### src/shared/lisx_defines.svh
// Offsets, field positions, reset values and timing counts of the lane start block
`ifndef LISX_DEFINES_SVH
`define LISX_DEFINES_SVH
`define LISX_CLK_MHZ 20
`define LISX_INIT_TO_NS 20000
`define LISX_INIT_TO_CYC ((`LISX_INIT_TO_NS * `LISX_CLK_MHZ + 999) / 1000)
`define LISX_POL_TO_NS 1000
`define LISX_POL_TO_CYC ((`LISX_POL_TO_NS * `LISX_CLK_MHZ + 999) / 1000)
`define LISX_LOSS_WORDS 6'h20
`define LISX_MATCH_WORDS 2'h2
`define LISX_CTRL_OFS 12'h000
`define LISX_STAT_OFS 12'h004
`define LISX_CTRL_GO 0
`define LISX_CTRL_WAKE 1
`define LISX_CTRL_FULL 2
`define LISX_CTRL_SOFT 3
`define LISX_CTRL_RST 4'h0
`define LISX_STAT_STATE_LSB 0
`define LISX_STAT_INV 12
`define LISX_STAT_NOSIG 13
`endif

### src/shared/lisx_pkg.sv
// Types of the lane start block: states, word codes and register layouts
package lisx_pkg;
  typedef enum logic [11:0] {
    idle_wait_state = 12'h001,
    start_state = 12'h002,
    remote_wake_state = 12'h004,
    signal_loss_notify_state = 12'h008,
    line_quiet_state = 12'h010,
    full_reinit_state = 12'h020,
    local_first_state = 12'h040,
    remote_first_state = 12'h080,
    mutual_start_state = 12'h100,
    polarity_fix_state = 12'h200,
    wake_polarity_fix_state = 12'h400,
    active_state = 12'h800
  } lisx_state_t;
  typedef enum logic [2:0] {
    rx_none = 3'h0,
    rx_idle = 3'h1,
    rx_inv_idle = 3'h2,
    rx_init = 3'h3,
    rx_inv_init = 3'h4,
    rx_other = 3'h5
  } lisx_rx_t;
  typedef enum logic [1:0] {
    tx_none = 2'h0,
    tx_idle = 2'h1,
    tx_lost_signal = 2'h2
  } lisx_tx_t;
  typedef struct packed {
    logic soft_reinit;
    logic full_reinit;
    logic remote_wake_enable;
    logic lane_go;
  } lisx_ctrl_t;
  typedef struct packed {
    logic [17:0] pad;
    logic no_signal;
    logic rx_invert;
    logic [11:0] state;
  } lisx_status_t;
endpackage

### src/rtl/lisx_top.sv
// Lane initialisation start states with APB control and status
//
// Overview of operation
// - Signal-loss state entered only from active
// - Send 32 signal-lost words there
// - After 32 words go to quiet line
// - Full reinit wins everywhere, to full state
// - Soft reinit next, to quiet line
// - Exits tested in fixed priority order
// - Wait to start on lane go
// - Start entry launches 20 us timer
// - Start sends idles, watches control words
// - Start back to wait without go/wake
// - Two idles: start to local-first
// - Two inverted idle/init: to polarity fix
// - Two init words: start to mutual
// - Start timeout goes to quiet line
// - Wait to wake on wake without go
// - Wake state sends no words, examines received ones
// - Wake back to wait without wake/go
// - Wake to start on lane go
// - Two idles: wake to remote-first
// - Two inverted idles: wake polarity fix
// - Polarity states invert rx, 1 us timer
//
// Chosen here: the APB register port and the register offsets.
`timescale 1ns/1ps
`include "lisx_defines.svh"

module lisx_top #(
  parameter int ADDR_W = 12,
  parameter int TMR_W = 12
) (
  input wire logic clk,
  input wire logic rst,
  input wire logic psel,
  input wire logic penable,
  input wire logic pwrite,
  input wire logic [ADDR_W-1:0] paddr,
  input wire logic [31:0] pwdata,
  output logic [31:0] prdata,
  output logic pready,
  output logic pslverr,
  input wire logic rx_link_clk,
  input wire logic [2:0] rx_code,
  input wire logic rx_no_signal,
  input wire logic to_wait,
  input wire logic to_active,
  output logic [1:0] tx_code,
  output logic tx_word_stb,
  output logic rx_invert,
  output logic [11:0] lane_state
);

  generate
    if (ADDR_W < 3 || ADDR_W > 32) begin : g_bad_addr
      $error("ADDR_W out of range");
    end
    if (`LISX_INIT_TO_CYC >= (1 << TMR_W)) begin : g_bad_tmr
      $error("TMR_W too small for timeouts");
    end
  endgenerate

  // Loaded one short: the exit edge is the last cycle of the timeout
  localparam logic [TMR_W-1:0] INIT_LOAD = TMR_W'(`LISX_INIT_TO_CYC - 1);
  localparam logic [TMR_W-1:0] POL_LOAD = TMR_W'(`LISX_POL_TO_CYC - 1);

  lisx_pkg::lisx_state_t state_r;
  lisx_pkg::lisx_state_t state_nxt;
  lisx_pkg::lisx_ctrl_t ctrl_r;
  lisx_pkg::lisx_status_t status_w;
  lisx_pkg::lisx_rx_t last_cls_r;
  lisx_pkg::lisx_rx_t rx_cls;
  lisx_pkg::lisx_tx_t tx_code_r;
  lisx_pkg::lisx_tx_t tx_nxt;

  logic clk_s1_r;
  logic clk_s2_r;
  logic clk_s3_r;
  logic [2:0] code_s1_r;
  logic [2:0] code_s2_r;
  logic nosig_s1_r;
  logic nosig_s2_r;
  logic [1:0] match_cnt_r;
  logic [5:0] loss_cnt_r;
  logic [TMR_W-1:0] init_cnt_r;
  logic [TMR_W-1:0] pol_cnt_r;
  logic init_run_r;
  logic pol_run_r;
  logic inv_r;
  logic inv_nxt;
  logic [31:0] prdata_r;

  // Link clock and its data are from another domain
  always_ff @(posedge clk or posedge rst) begin
    if (rst) begin
      clk_s1_r <= 1'b0;
      clk_s2_r <= 1'b0;
      clk_s3_r <= 1'b0;
      code_s1_r <= 3'h0;
      code_s2_r <= 3'h0;
      nosig_s1_r <= 1'b0;
      nosig_s2_r <= 1'b0;
    end else begin
      clk_s1_r <= rx_link_clk;
      clk_s2_r <= clk_s1_r;
      clk_s3_r <= clk_s2_r;
      code_s1_r <= rx_code;
      code_s2_r <= code_s1_r;
      nosig_s1_r <= rx_no_signal;
      nosig_s2_r <= nosig_s1_r;
    end
  end

  // One word slot per rising edge of the link clock
  wire link_edge = clk_s2_r & ~clk_s3_r;
  wire no_signal = nosig_s2_r;
  assign rx_cls = lisx_pkg::lisx_rx_t'(code_s2_r);

  wire same_cls = (rx_cls == last_cls_r) &&
                  (rx_cls != lisx_pkg::rx_none);
  wire pair_seen = (match_cnt_r == `LISX_MATCH_WORDS);
  wire got_idle = pair_seen && (last_cls_r == lisx_pkg::rx_idle);
  wire got_inv_idle = pair_seen &&
                      (last_cls_r == lisx_pkg::rx_inv_idle);
  wire got_init = pair_seen && (last_cls_r == lisx_pkg::rx_init);
  wire got_inv_init = pair_seen &&
                      (last_cls_r == lisx_pkg::rx_inv_init);
  wire state_change = (state_nxt != state_r);

  always_ff @(posedge clk or posedge rst) begin
    if (rst) begin
      match_cnt_r <= 2'h0;
      last_cls_r <= lisx_pkg::rx_none;
    end else if (state_change) begin
      match_cnt_r <= 2'h0;
      last_cls_r <= lisx_pkg::rx_none;
    end else if (link_edge) begin
      last_cls_r <= rx_cls;
      if (rx_cls == lisx_pkg::rx_none) begin
        match_cnt_r <= 2'h0;
      end else if (!same_cls) begin
        match_cnt_r <= 2'h1;
      end else if (!pair_seen) begin
        match_cnt_r <= match_cnt_r + 2'h1;
      end
    end
  end

  wire in_start = (state_r == lisx_pkg::start_state);
  wire in_loss = (state_r == lisx_pkg::signal_loss_notify_state);
  wire nxt_start = (state_nxt == lisx_pkg::start_state);
  wire nxt_pol = (state_nxt == lisx_pkg::polarity_fix_state) ||
                 (state_nxt == lisx_pkg::wake_polarity_fix_state);
  wire nxt_init_zone = nxt_start ||
                       (state_nxt == lisx_pkg::polarity_fix_state);
  wire nxt_clear_inv = (state_nxt == lisx_pkg::idle_wait_state) ||
                       (state_nxt == lisx_pkg::line_quiet_state) ||
                       (state_nxt == lisx_pkg::full_reinit_state);

  wire init_load = nxt_start && !in_start;
  wire init_exp = init_run_r && (init_cnt_r == '0);
  wire pol_load = nxt_pol && state_change;
  wire pol_exp = pol_run_r && (pol_cnt_r == '0);

  // The init timer keeps running through the polarity fix
  always_ff @(posedge clk or posedge rst) begin
    if (rst) begin
      init_cnt_r <= '0;
      init_run_r <= 1'b0;
    end else if (init_load) begin
      init_cnt_r <= INIT_LOAD;
      init_run_r <= 1'b1;
    end else if (!nxt_init_zone) begin
      init_run_r <= 1'b0;
    end else if (init_cnt_r != '0) begin
      init_cnt_r <= init_cnt_r - 1'b1;
    end
  end

  always_ff @(posedge clk or posedge rst) begin
    if (rst) begin
      pol_cnt_r <= '0;
      pol_run_r <= 1'b0;
    end else if (pol_load) begin
      pol_cnt_r <= POL_LOAD;
      pol_run_r <= 1'b1;
    end else if (!nxt_pol) begin
      pol_run_r <= 1'b0;
    end else if (pol_cnt_r != '0) begin
      pol_cnt_r <= pol_cnt_r - 1'b1;
    end
  end

  wire loss_done = (loss_cnt_r == `LISX_LOSS_WORDS);
  always_ff @(posedge clk or posedge rst) begin
    if (rst) begin
      loss_cnt_r <= 6'h00;
    end else if (!in_loss) begin
      loss_cnt_r <= 6'h00;
    end else if (link_edge && !loss_done) begin
      loss_cnt_r <= loss_cnt_r + 6'h01;
    end
  end

  wire go = ctrl_r.lane_go;
  wire wake = ctrl_r.remote_wake_enable;

  always_comb begin
    state_nxt = state_r;
    if (ctrl_r.full_reinit) begin
      state_nxt = lisx_pkg::full_reinit_state;
    end else if (ctrl_r.soft_reinit) begin
      state_nxt = lisx_pkg::line_quiet_state;
    end else begin
      unique case (state_r)
        lisx_pkg::idle_wait_state: begin
          if (go) begin
            state_nxt = lisx_pkg::start_state;
          end else if (wake) begin
            state_nxt = lisx_pkg::remote_wake_state;
          end
        end
        lisx_pkg::start_state: begin
          if (!go && !wake) begin
            state_nxt = lisx_pkg::idle_wait_state;
          end else if (got_idle) begin
            state_nxt = lisx_pkg::local_first_state;
          end else if (got_inv_idle || got_inv_init) begin
            state_nxt = lisx_pkg::polarity_fix_state;
          end else if (got_init) begin
            state_nxt = lisx_pkg::mutual_start_state;
          end else if (init_exp) begin
            state_nxt = lisx_pkg::line_quiet_state;
          end
        end
        lisx_pkg::remote_wake_state: begin
          if (!wake && !go) begin
            state_nxt = lisx_pkg::idle_wait_state;
          end else if (go) begin
            state_nxt = lisx_pkg::start_state;
          end else if (got_idle) begin
            state_nxt = lisx_pkg::remote_first_state;
          end else if (got_inv_idle) begin
            state_nxt = lisx_pkg::wake_polarity_fix_state;
          end
        end
        lisx_pkg::signal_loss_notify_state: begin
          if (loss_done) begin
            state_nxt = lisx_pkg::line_quiet_state;
          end
        end
        lisx_pkg::polarity_fix_state: begin
          if (no_signal) begin
            state_nxt = lisx_pkg::line_quiet_state;
          end else if (got_idle) begin
            state_nxt = lisx_pkg::local_first_state;
          end else if (got_init) begin
            state_nxt = lisx_pkg::mutual_start_state;
          end else if (pol_exp || init_exp) begin
            state_nxt = lisx_pkg::line_quiet_state;
          end
        end
        lisx_pkg::wake_polarity_fix_state: begin
          if (no_signal) begin
            state_nxt = lisx_pkg::line_quiet_state;
          end else if (got_idle) begin
            state_nxt = lisx_pkg::remote_first_state;
          end else if (pol_exp) begin
            state_nxt = lisx_pkg::line_quiet_state;
          end
        end
        lisx_pkg::active_state: begin
          if (no_signal) begin
            state_nxt = lisx_pkg::signal_loss_notify_state;
          end
        end
        lisx_pkg::line_quiet_state,
        lisx_pkg::full_reinit_state: begin
          if (to_wait) begin
            state_nxt = lisx_pkg::idle_wait_state;
          end
        end
        // recovery lives in the outer machine
        lisx_pkg::local_first_state,
        lisx_pkg::remote_first_state,
        lisx_pkg::mutual_start_state: begin
          if (to_active) begin
            state_nxt = lisx_pkg::active_state;
          end
        end
      endcase
    end
  end

  assign tx_nxt =
    (state_nxt == lisx_pkg::start_state) ? lisx_pkg::tx_idle :
    (state_nxt == lisx_pkg::signal_loss_notify_state) ?
      lisx_pkg::tx_lost_signal : lisx_pkg::tx_none;

  assign inv_nxt = nxt_pol ? 1'b1 : (nxt_clear_inv ? 1'b0 : inv_r);

  always_ff @(posedge clk or posedge rst) begin
    if (rst) begin
      state_r <= lisx_pkg::full_reinit_state;
      tx_code_r <= lisx_pkg::tx_none;
      inv_r <= 1'b0;
    end else begin
      state_r <= state_nxt;
      tx_code_r <= tx_nxt;
      inv_r <= inv_nxt;
    end
  end

  // Register bus: zero wait states, errors on unmapped words
  wire [ADDR_W-1:0] ctrl_addr = ADDR_W'(`LISX_CTRL_OFS);
  wire [ADDR_W-1:0] stat_addr = ADDR_W'(`LISX_STAT_OFS);
  wire hit_ctrl = (paddr == ctrl_addr);
  wire hit_stat = (paddr == stat_addr);
  wire hit = hit_ctrl || hit_stat;
  wire setup_rd = psel && !penable && !pwrite;
  wire ctrl_wr = psel && penable && pwrite && hit_ctrl;

  assign status_w.pad = 18'h00000;
  assign status_w.no_signal = no_signal;
  assign status_w.rx_invert = inv_r;
  assign status_w.state = state_r;

  wire [31:0] rd_mux = hit_ctrl ? {28'h0000000, ctrl_r} :
                       hit_stat ? status_w : 32'h00000000;

  always_ff @(posedge clk or posedge rst) begin
    if (rst) begin
      ctrl_r <= `LISX_CTRL_RST;
    end else if (ctrl_wr) begin
      ctrl_r <= pwdata[3:0];
    end
  end

  // Read data is captured in setup so it stands as a flop
  always_ff @(posedge clk or posedge rst) begin
    if (rst) begin
      prdata_r <= 32'h00000000;
    end else if (setup_rd) begin
      prdata_r <= rd_mux;
    end
  end

  assign prdata = prdata_r;
  assign pready = 1'b1;
  assign pslverr = psel && penable && !hit;
  assign tx_code = tx_code_r;
  // Slot strobe is one cycle per link edge while a word is due
  assign tx_word_stb = link_edge && (tx_code_r != lisx_pkg::tx_none);
  assign rx_invert = inv_r;
  assign lane_state = state_r;

endmodule

### config.mk
export PLATFORM = sky130hd
export DESIGN_NAME = lisx_top
export DESIGN_NICKNAME = d
export VERILOG_FILES = /design/src/shared/lisx_pkg.sv /design/src/rtl/lisx_top.sv
export VERILOG_INCLUDE_DIRS = /design/src /design/src/shared
export SDC_FILE = /design/constraint.sdc
export NUM_CORES = 1
export LEC_CHECK = 0
export ABC_AREA = 1
export BUFFER_PORTS_ARGS = -buffer_cell sky130_fd_sc_hd__clkbuf_2
export CORE_UTILIZATION = 25
export CTS_CLUSTER_SIZE = 40
export DETAILED_ROUTE_END_ITERATION = 8
export PLACE_DENSITY = 0.43
export SYNTH_ARGS = -nofsm -noshare
export SYNTH_HDL_FRONTEND = slang
export SYNTH_SLANG_ARGS = --single-unit
### constraint.sdc
create_clock -name clk -period 2.9 [get_ports clk]
set_input_delay 0.58 -clock clk [delete_from_list [all_inputs] [get_ports clk]]
set_output_delay 0.58 -clock clk [all_outputs]
set_load 0.005 [all_outputs]
==> flow_summary.toml, run 1 <==
[synthesis]
synth.most_common_cell = "nand2_1"
synth_edf_count = 0
avgSynthCellArea_sq_um = 7.36
ys_warn_count = 0
async_flop_share_pct = 100
seq_area_frac_synth_pct = 36.9
ys_ff_latch = 81
synth_cell_types = 49
netlist_top_cells_count = "nand2_1, inv_1, nor2_1"
synth_flop_cell = "dfrtp_1"
syn_inst = 748
synthTopCellsByArea = "dfrtp_1, nand2_1, inv_1, nand3_1, nor2_1"
synth_top_area_cell = "dfrtp_1"
yosysTopAreaCellShare_pct = 36.4
netlist_area_sq_um = 5500

[global_route]
grt_max_degree = 38
track_usage_pct = 15.0
overflow = 0
antenna_found_initial = 0
grt_first_pass_wirelength_mm = 26.0
grt_pass1_vias = 4990

[setup_path]
critPathKind = "reg2reg"
endpoint_kind = "flip-flop"
cp_max_fo = 6
worstPathArrival_ns = 2.99
critPathRequiredTime_ns = 3.14
cpMaxStageDelayCell = "dfrtp_1"
worst_path_most_repeated_cell = "nand2_4"
slowest_delay_ns = 0.43
crit_path_cell_trace = "nor2_2, nand2_2, nor2_4, nand2_2, buf_4, nor2_2, o21a_1, nor2_4, nand2_2, nand2_4, nand2_4, inv_4, nand2_4, nor2_4, nand2_2, nand2_4, nand2_4, nand2_8, buf_12, o21ai_1, nand2_1"
critPathLaunchType = "flip-flop"
rrSetupSlack_ns = 0.15

[placement]
place.port_buffers = 58
placed_cell_area_sq_um = 6750
post-dp-hpwl_mm = 12.6
gp_congestion = 0.857
dp_cells = 1170

[sta]
setup_tns_ns = 0
hold_violations = 0
period_minus_slack_ns = 2.75
slew_headroom_pct = 63.0
worst_pin_slew_ns = 0.555
fin_crit_sh_pct = 94.9
rsz0062_at_grt = "yes"
skew_ns = 0.0107
finalSetupViolations = 0
clock.fmax_mhz = 363
slew_viol_final = 0

[outcome]
status = "finished clean"

[cts]
cts_num_sinks = 81
cts_tree = "done"
clkTransAtPathRegs_ns = 0.07
cts_max_level = 3
numCtsBuffers = 9
cts_buffer_depth = 2
clk_latency_ns = 0.35
cts-root-buf = "clkbuf_16"

[cells_and_area]
fin_area_sq_um = 7430
fin_cells = 1197
fin_util_pct = 34.9
nNetsFinal = 981
areaGrowthSynthToFinish_pct = 35.1
nFillCells = 2290
drive_gt1_share_pct = 33.5
num_antenna_cells = 0

[die]
std_cell_rows = 53
die_area_sq_um = 22600
io_pins = 106
dieWidth_um = 150
die_y_um = 150
core_sq_um = 21300
initial_utilization_pct = 25.9

[routing]
wirelength_mm = 16.1
routed_via_density = 4.37
ant_nets = 0
drtPass1Iterations = 4
drtIter0Drc = 282
wl_per_cell_um = 13.4
vias = 5226
drc = 0

[pwr]
power_mw = 5.74
powerDensity_nw_per_um2 = 772
ir_drop_mv = 0.294
leakage_nw = 3.88

[job]
maxCapViolations = 0

[min_path]
worstHoldPathType = "in2async"
flip-flops by register name (all words and copies together), names as in the netlist, 2 cells and up:
| name | flops |
|---|---|
| code_s2_r | 3 |
| tx_code | 2 |
| init_cnt_r | 12 |
| prdata | 14 |
| match_cnt_r | 2 |
| code_s1_r | 3 |
| lane_state | 12 |
| last_cls_r | 3 |
| ctrl_r | 2 |
| loss_cnt_r | 6 |
| pol_cnt_r | 12 |
cells in the final DEF (no fill, tap or decap), types with 6 or more instances in the layout:
master,count
nand2_1,165
buf_4,107
inv_1,90
dfrtp_1,79
nor2_1,71
nand3_1,58
clkbuf_2,58
nand2_2,25
nand4_1,22
conb_1,19
a21oi_1,18
o21ai_0,18
nor2_4,17
nand2_4,15
inv_2,13
nor3_1,13
nand3_2,11
nor2_2,11
o31ai_1,11
xor2_1,10
clkbuf_16,9
nand3b_1,7
nand3_4,6
ha_1,6
worst paths after layout:
kind                                          from                   endpoint  depth (start not counted)
setup / recovery           lane_state[0]$_DFF_PP0_  init_cnt_r[3]$_DFFE_PP0P_                         21
setup reg to reg           lane_state[0]$_DFF_PP0_  init_cnt_r[3]$_DFFE_PP0P_                         21
hold / removal                                 rst         clk_s1_r$_DFF_PP0_                          2
hold reg to reg                 clk_s1_r$_DFF_PP0_         clk_s2_r$_DFF_PP0_                          0
max in group asynchronous                      rst    lane_state[5]$_DFF_PP1_                          3
min in group clk                       rx_link_clk         clk_s1_r$_DFF_PP0_                          1
critical path, delay by kind of cell (launching register included):
family	cells	cell delay (ns)
AND/OR/NAND/NOR	16	1.58
flip-flops	1	0.43
buffers and inverters	3	0.33
AO/OA/AOI/OAI	2	0.27
metrics by stage:
step / hold slack (ns) / setup WS [ns]
final: 0.186 / 0.149
after global routing: 0.228 / -0.0407
after CTS: 0.194 / 0.00478
after detailed placement: 0.339 / 0.00552
after global placement: 0.333 / 0.0115
after floorplan: 0.331 / 0.242
power breakdown:
| group | internal [mW] | total [mW] | switching (mW) |
|---|---|---|---|
| combinational | 1.28 | 2.99 | 1.71 |
| clock | 0.754 | 1.24 | 0.489 |
| sequential | 1.31 | 1.51 | 0.200 |
| total | 3.34 | 5.74 | 2.40 |
cell families (layout without fill, tap and decap cells):
| logic type | count (synthesis) | after routing | share of synthesized area (%) |
|---|---|---|---|
| xor gates and xnor gates | 14 | 14 | 2.23 |
| DFF | 81 | 81 | 36.9 |
| other | 2 | 19 | 0.136 |
| muxes | 4 | 4 | 0.818 |
| adders and majority gates | 7 | 7 | 1.59 |
| AOI/OAI and AO/OA | 69 | 69 | 7.80 |
| and+or+nand+nor | 434 | 436 | 38.9 |
| buffers and inverters | 137 | 292 | 11.6 |
final cells by class:
cell class                 instances  area, sq um  share of cell area, %
multi-input combinational        549         3170                   42.6
sequential                        81         2030                   27.3
timing repair buffer             169         1160                   15.6
inverter                         108          417                   5.61
tap                              275          344                   4.63
clock buffer                       9          225                   3.03
clock inverter                     6         92.6                   1.25
timing repair:
item / in CTS / in global routing
buffers inserted: 2 / 8
cloned: 0 / 2
pin swaps: 2 / 29
hold endpoints to repair: 0 / 0
resized for setup: 2 / 71
hold buffers: 0 / 0
endpoints found under the setup margin: 7 / 31
metal layers:
| layer | share of wire, % | track usage, % | vias up | routed length (um) |
|---|---|---|---|---|
| met5 | 0 | 0 | - | 0 |
| met4 | 1.7 | 4.55 | 0 | 271 |
| met3 | 3.9 | 2.55 | 15 | 623 |
| met2 | 47 | 24.3 | 102 | 7510 |
| met1 | 48 | 20.2 | 2398 | 7640 |
| li1 | - | - | 2711 | - |
Note: power is estimated with default switching activity, not from simulation.
==> run 2, diff against run 1 <==
- SETUP_SLACK_MARGIN: not set -> 0.4
- clock period: 2.9 -> 2.74 ns (I/O delays scaled with it)
==> run 2 against run 1 <==
Total power increased by 12%; clock-buffer cell count unchanged; clock skew shrank 0.0011 ns; fmax grew 1.3%; register-to-register slack worse by 0.12 ns; non-clock buffer count increased by 39; critical path depth is 2 lower; global-route usage rose by 0.34 points; flip-flop and latch count unchanged; combinational power rose by 21%; via count is 2.0% higher.
==> flow_summary.toml, run 2 (synthesized netlist as in run 1, its figures left out) <==
[die]
core_sq_um = 21300
initial_utilization_pct = 25.9
die_y_um = 150
std_cell_rows = 53
io_pins = 106
die_area_sq_um = 22600
dieWidth_um = 150

[cells_and_area]
fin_area_sq_um = 7920
final_common_cell = "nand2_1"
nFillCells = 2230
fin_cells = 1236
nNetsFinal = 1020
final_cell_mix = "nand2_1, buf_4, inv_1"
areaGrowthSynthToFinish_pct = 43.9
largest_reg_flops = 14
drive_gt1_share_pct = 40.3
num_antenna_cells = 0

[pwr]
ir_drop_mv = 0.336
leakage_nw = 4.07
power_frac_clock_pct = 19.1
power_mw = 6.44
powerDensity_nw_per_um2 = 813
internal-power_mw = 3.78
netSwitchingPower_mw = 2.66
seqPwrFrac_pct = 24.6
combPwrFrac_pct = 56.2
swShare_pct = 41.3

[setup_path]
rr_worst_depth = 19
critPathRequiredTime_ns = 2.98
r2r-start = "lane_state[5]$_DFF_PP1_"
cpMaxStageDelayCell = "dfstp_2"
rrSetupSlack_ns = 0.02
critPathLaunchType = "flip-flop"
timing.rr.end = "pol_cnt_r[5]$_DFFE_PP0P_"
cp_max_fo = 8
crit_path_cell_trace = "inv_2, nand2_2, buf_6, nor2_2, nand2_2, nand2_4, nor2_8, buf_6, buf_6, nand3_2, nand3_2, nand2_4, inv_2, nand3_2, nor2_4, nand3_4, nor2_4, and2_4, nor2_1"
critPathKind = "reg2reg"
endpoint_kind = "flip-flop"
crit_family = "simple AND/OR/NAND/NOR gates"
worstPathArrival_ns = 2.96
slowest_delay_ns = 0.58
crit_buf_inv = 5

[sta]
rsz0062_at_grt = "yes"
slew_viol_final = 0
clock.fmax_mhz = 368
skew_ns = 0.00957
period_minus_slack_ns = 2.72
finalSetupViolations = 0
fin_crit_sh_pct = 99.1
holdWs_ns = 0.118
hold_violations = 0
slew_headroom_pct = 63.4
worst_pin_slew_ns = 0.548
fin_ws_ns = 0.0244

[routing]
ant_nets = 0
drtIter0Drc = 333
routed_via_density = 4.31
drtPass1Iterations = 4
vias = 5333
drc = 0
wirelength_mm = 16.5
wl_per_cell_um = 13.3

[job]
maxCapViolations = 0

[placement]
place.port_buffers = 58
gp_congestion = 0.888
placed_cell_area_sq_um = 6990
place_worst_setup_slack_ns = -0.144
dp_cells = 1196
post-dp-hpwl_mm = 12.8

[cts]
cts_num_sinks = 81
cts_hold_buf = 0
cts-root-buf = "clkbuf_16"
clkTransAtPathRegs_ns = 0.07
cts_buffer_depth = 2
clk_latency_ns = 0.35
cts_tree = "done"
numCtsBuffers = 9
cts_max_level = 3

[global_route]
overflow = 0
grt_pass1_vias = 5156
antenna_found_initial = 0
track_usage_pct = 15.3
grt_first_pass_wirelength_mm = 26.5
grt_max_degree = 47

[min_path]
worstHoldPathType = "in2async"

[outcome]
status = "finished clean"
==> run 2: layer usage <==
metal  wire length [um]  vias to the layer above  part of all wire, %  track usage (%)
li1                   -                     2794                    -                -
met1               7930                     2428                   48             20.4
met2               7590                       97                   46             24.9
met3                681                       14                  4.1             2.94
met4                262                        0                  1.6             4.70
met5                  0                        -                    0                0
==> run 2: final cells by class <==
type,instances,area [sq um],area share (%)
Clock buffer,9,225,2.84
Sequential cell,81,2040,25.7
Timing Repair Buffer,208,1490,18.8
Clock inverter,6,70.1,0.885
Inverter,108,414,5.23
Multi-Input combinational cell,549,3340,42.2
Tap cell,275,344,4.35
==> run 2: worst max path at each step <==
stage	start	endpoint	slack, ns	depth (start not counted)
4_1_cts	lane_state[7]$_DFF_PP0_	pol_cnt_r[9]$_DFFE_PP0P_	0.008	20
3_5_place_dp	lane_state[8]$_DFF_PP0_	pol_cnt_r[11]$_DFFE_PP0P_	-0.14	20
2_1_floorplan	lane_state[5]$_DFF_PP1_	init_cnt_r[4]$_DFFE_PP0P_	0.18	22
5_1_grt	lane_state[1]$_DFF_PP0_	pol_cnt_r[7]$_DFFE_PP0P_	-0.14	19
3_3_place_gp	lane_state[8]$_DFF_PP0_	init_cnt_r[11]$_DFFE_PP0P_	-0.13	22
6_report	lane_state[5]$_DFF_PP1_	pol_cnt_r[5]$_DFFE_PP0P_	0.02	19
==> run 2: repair_timing <==
item                       4_1_cts  5_1_grt
gates resized for setup         60       58
pin swaps                       29       39
setup endpoints to repair       35       35
cloned                           2        0
setup buffers                   19        4
==> run 2: stage by stage <==
| stage | setup TNS (ns) | util, % |
|---|---|---|
| 4_1_cts | 0 | 36.0 |
| 2_1_floorplan | 0 | - |
| 5_1_grt | -2.33 | 37.2 |
| 3_3_place_gp | -2.56 | 32.9 |
| 3_5_place_dp | -2.56 | 32.9 |
| 6_report | 0 | 37.2 |
==> run 2: power groups by stage <==
stage | Sequential, mW | Clock, mW | Combinational (mW)
after global routing | 1.61 | 1.32 | 4.01
after global placement | 1.59 | 0 | 3.07
final | 1.59 | 1.23 | 3.62
after CTS | 1.57 | 1.29 | 3.44
after floorplan | 1.59 | 0 | 1.71
after detailed placement | 1.58 | 0 | 3.07
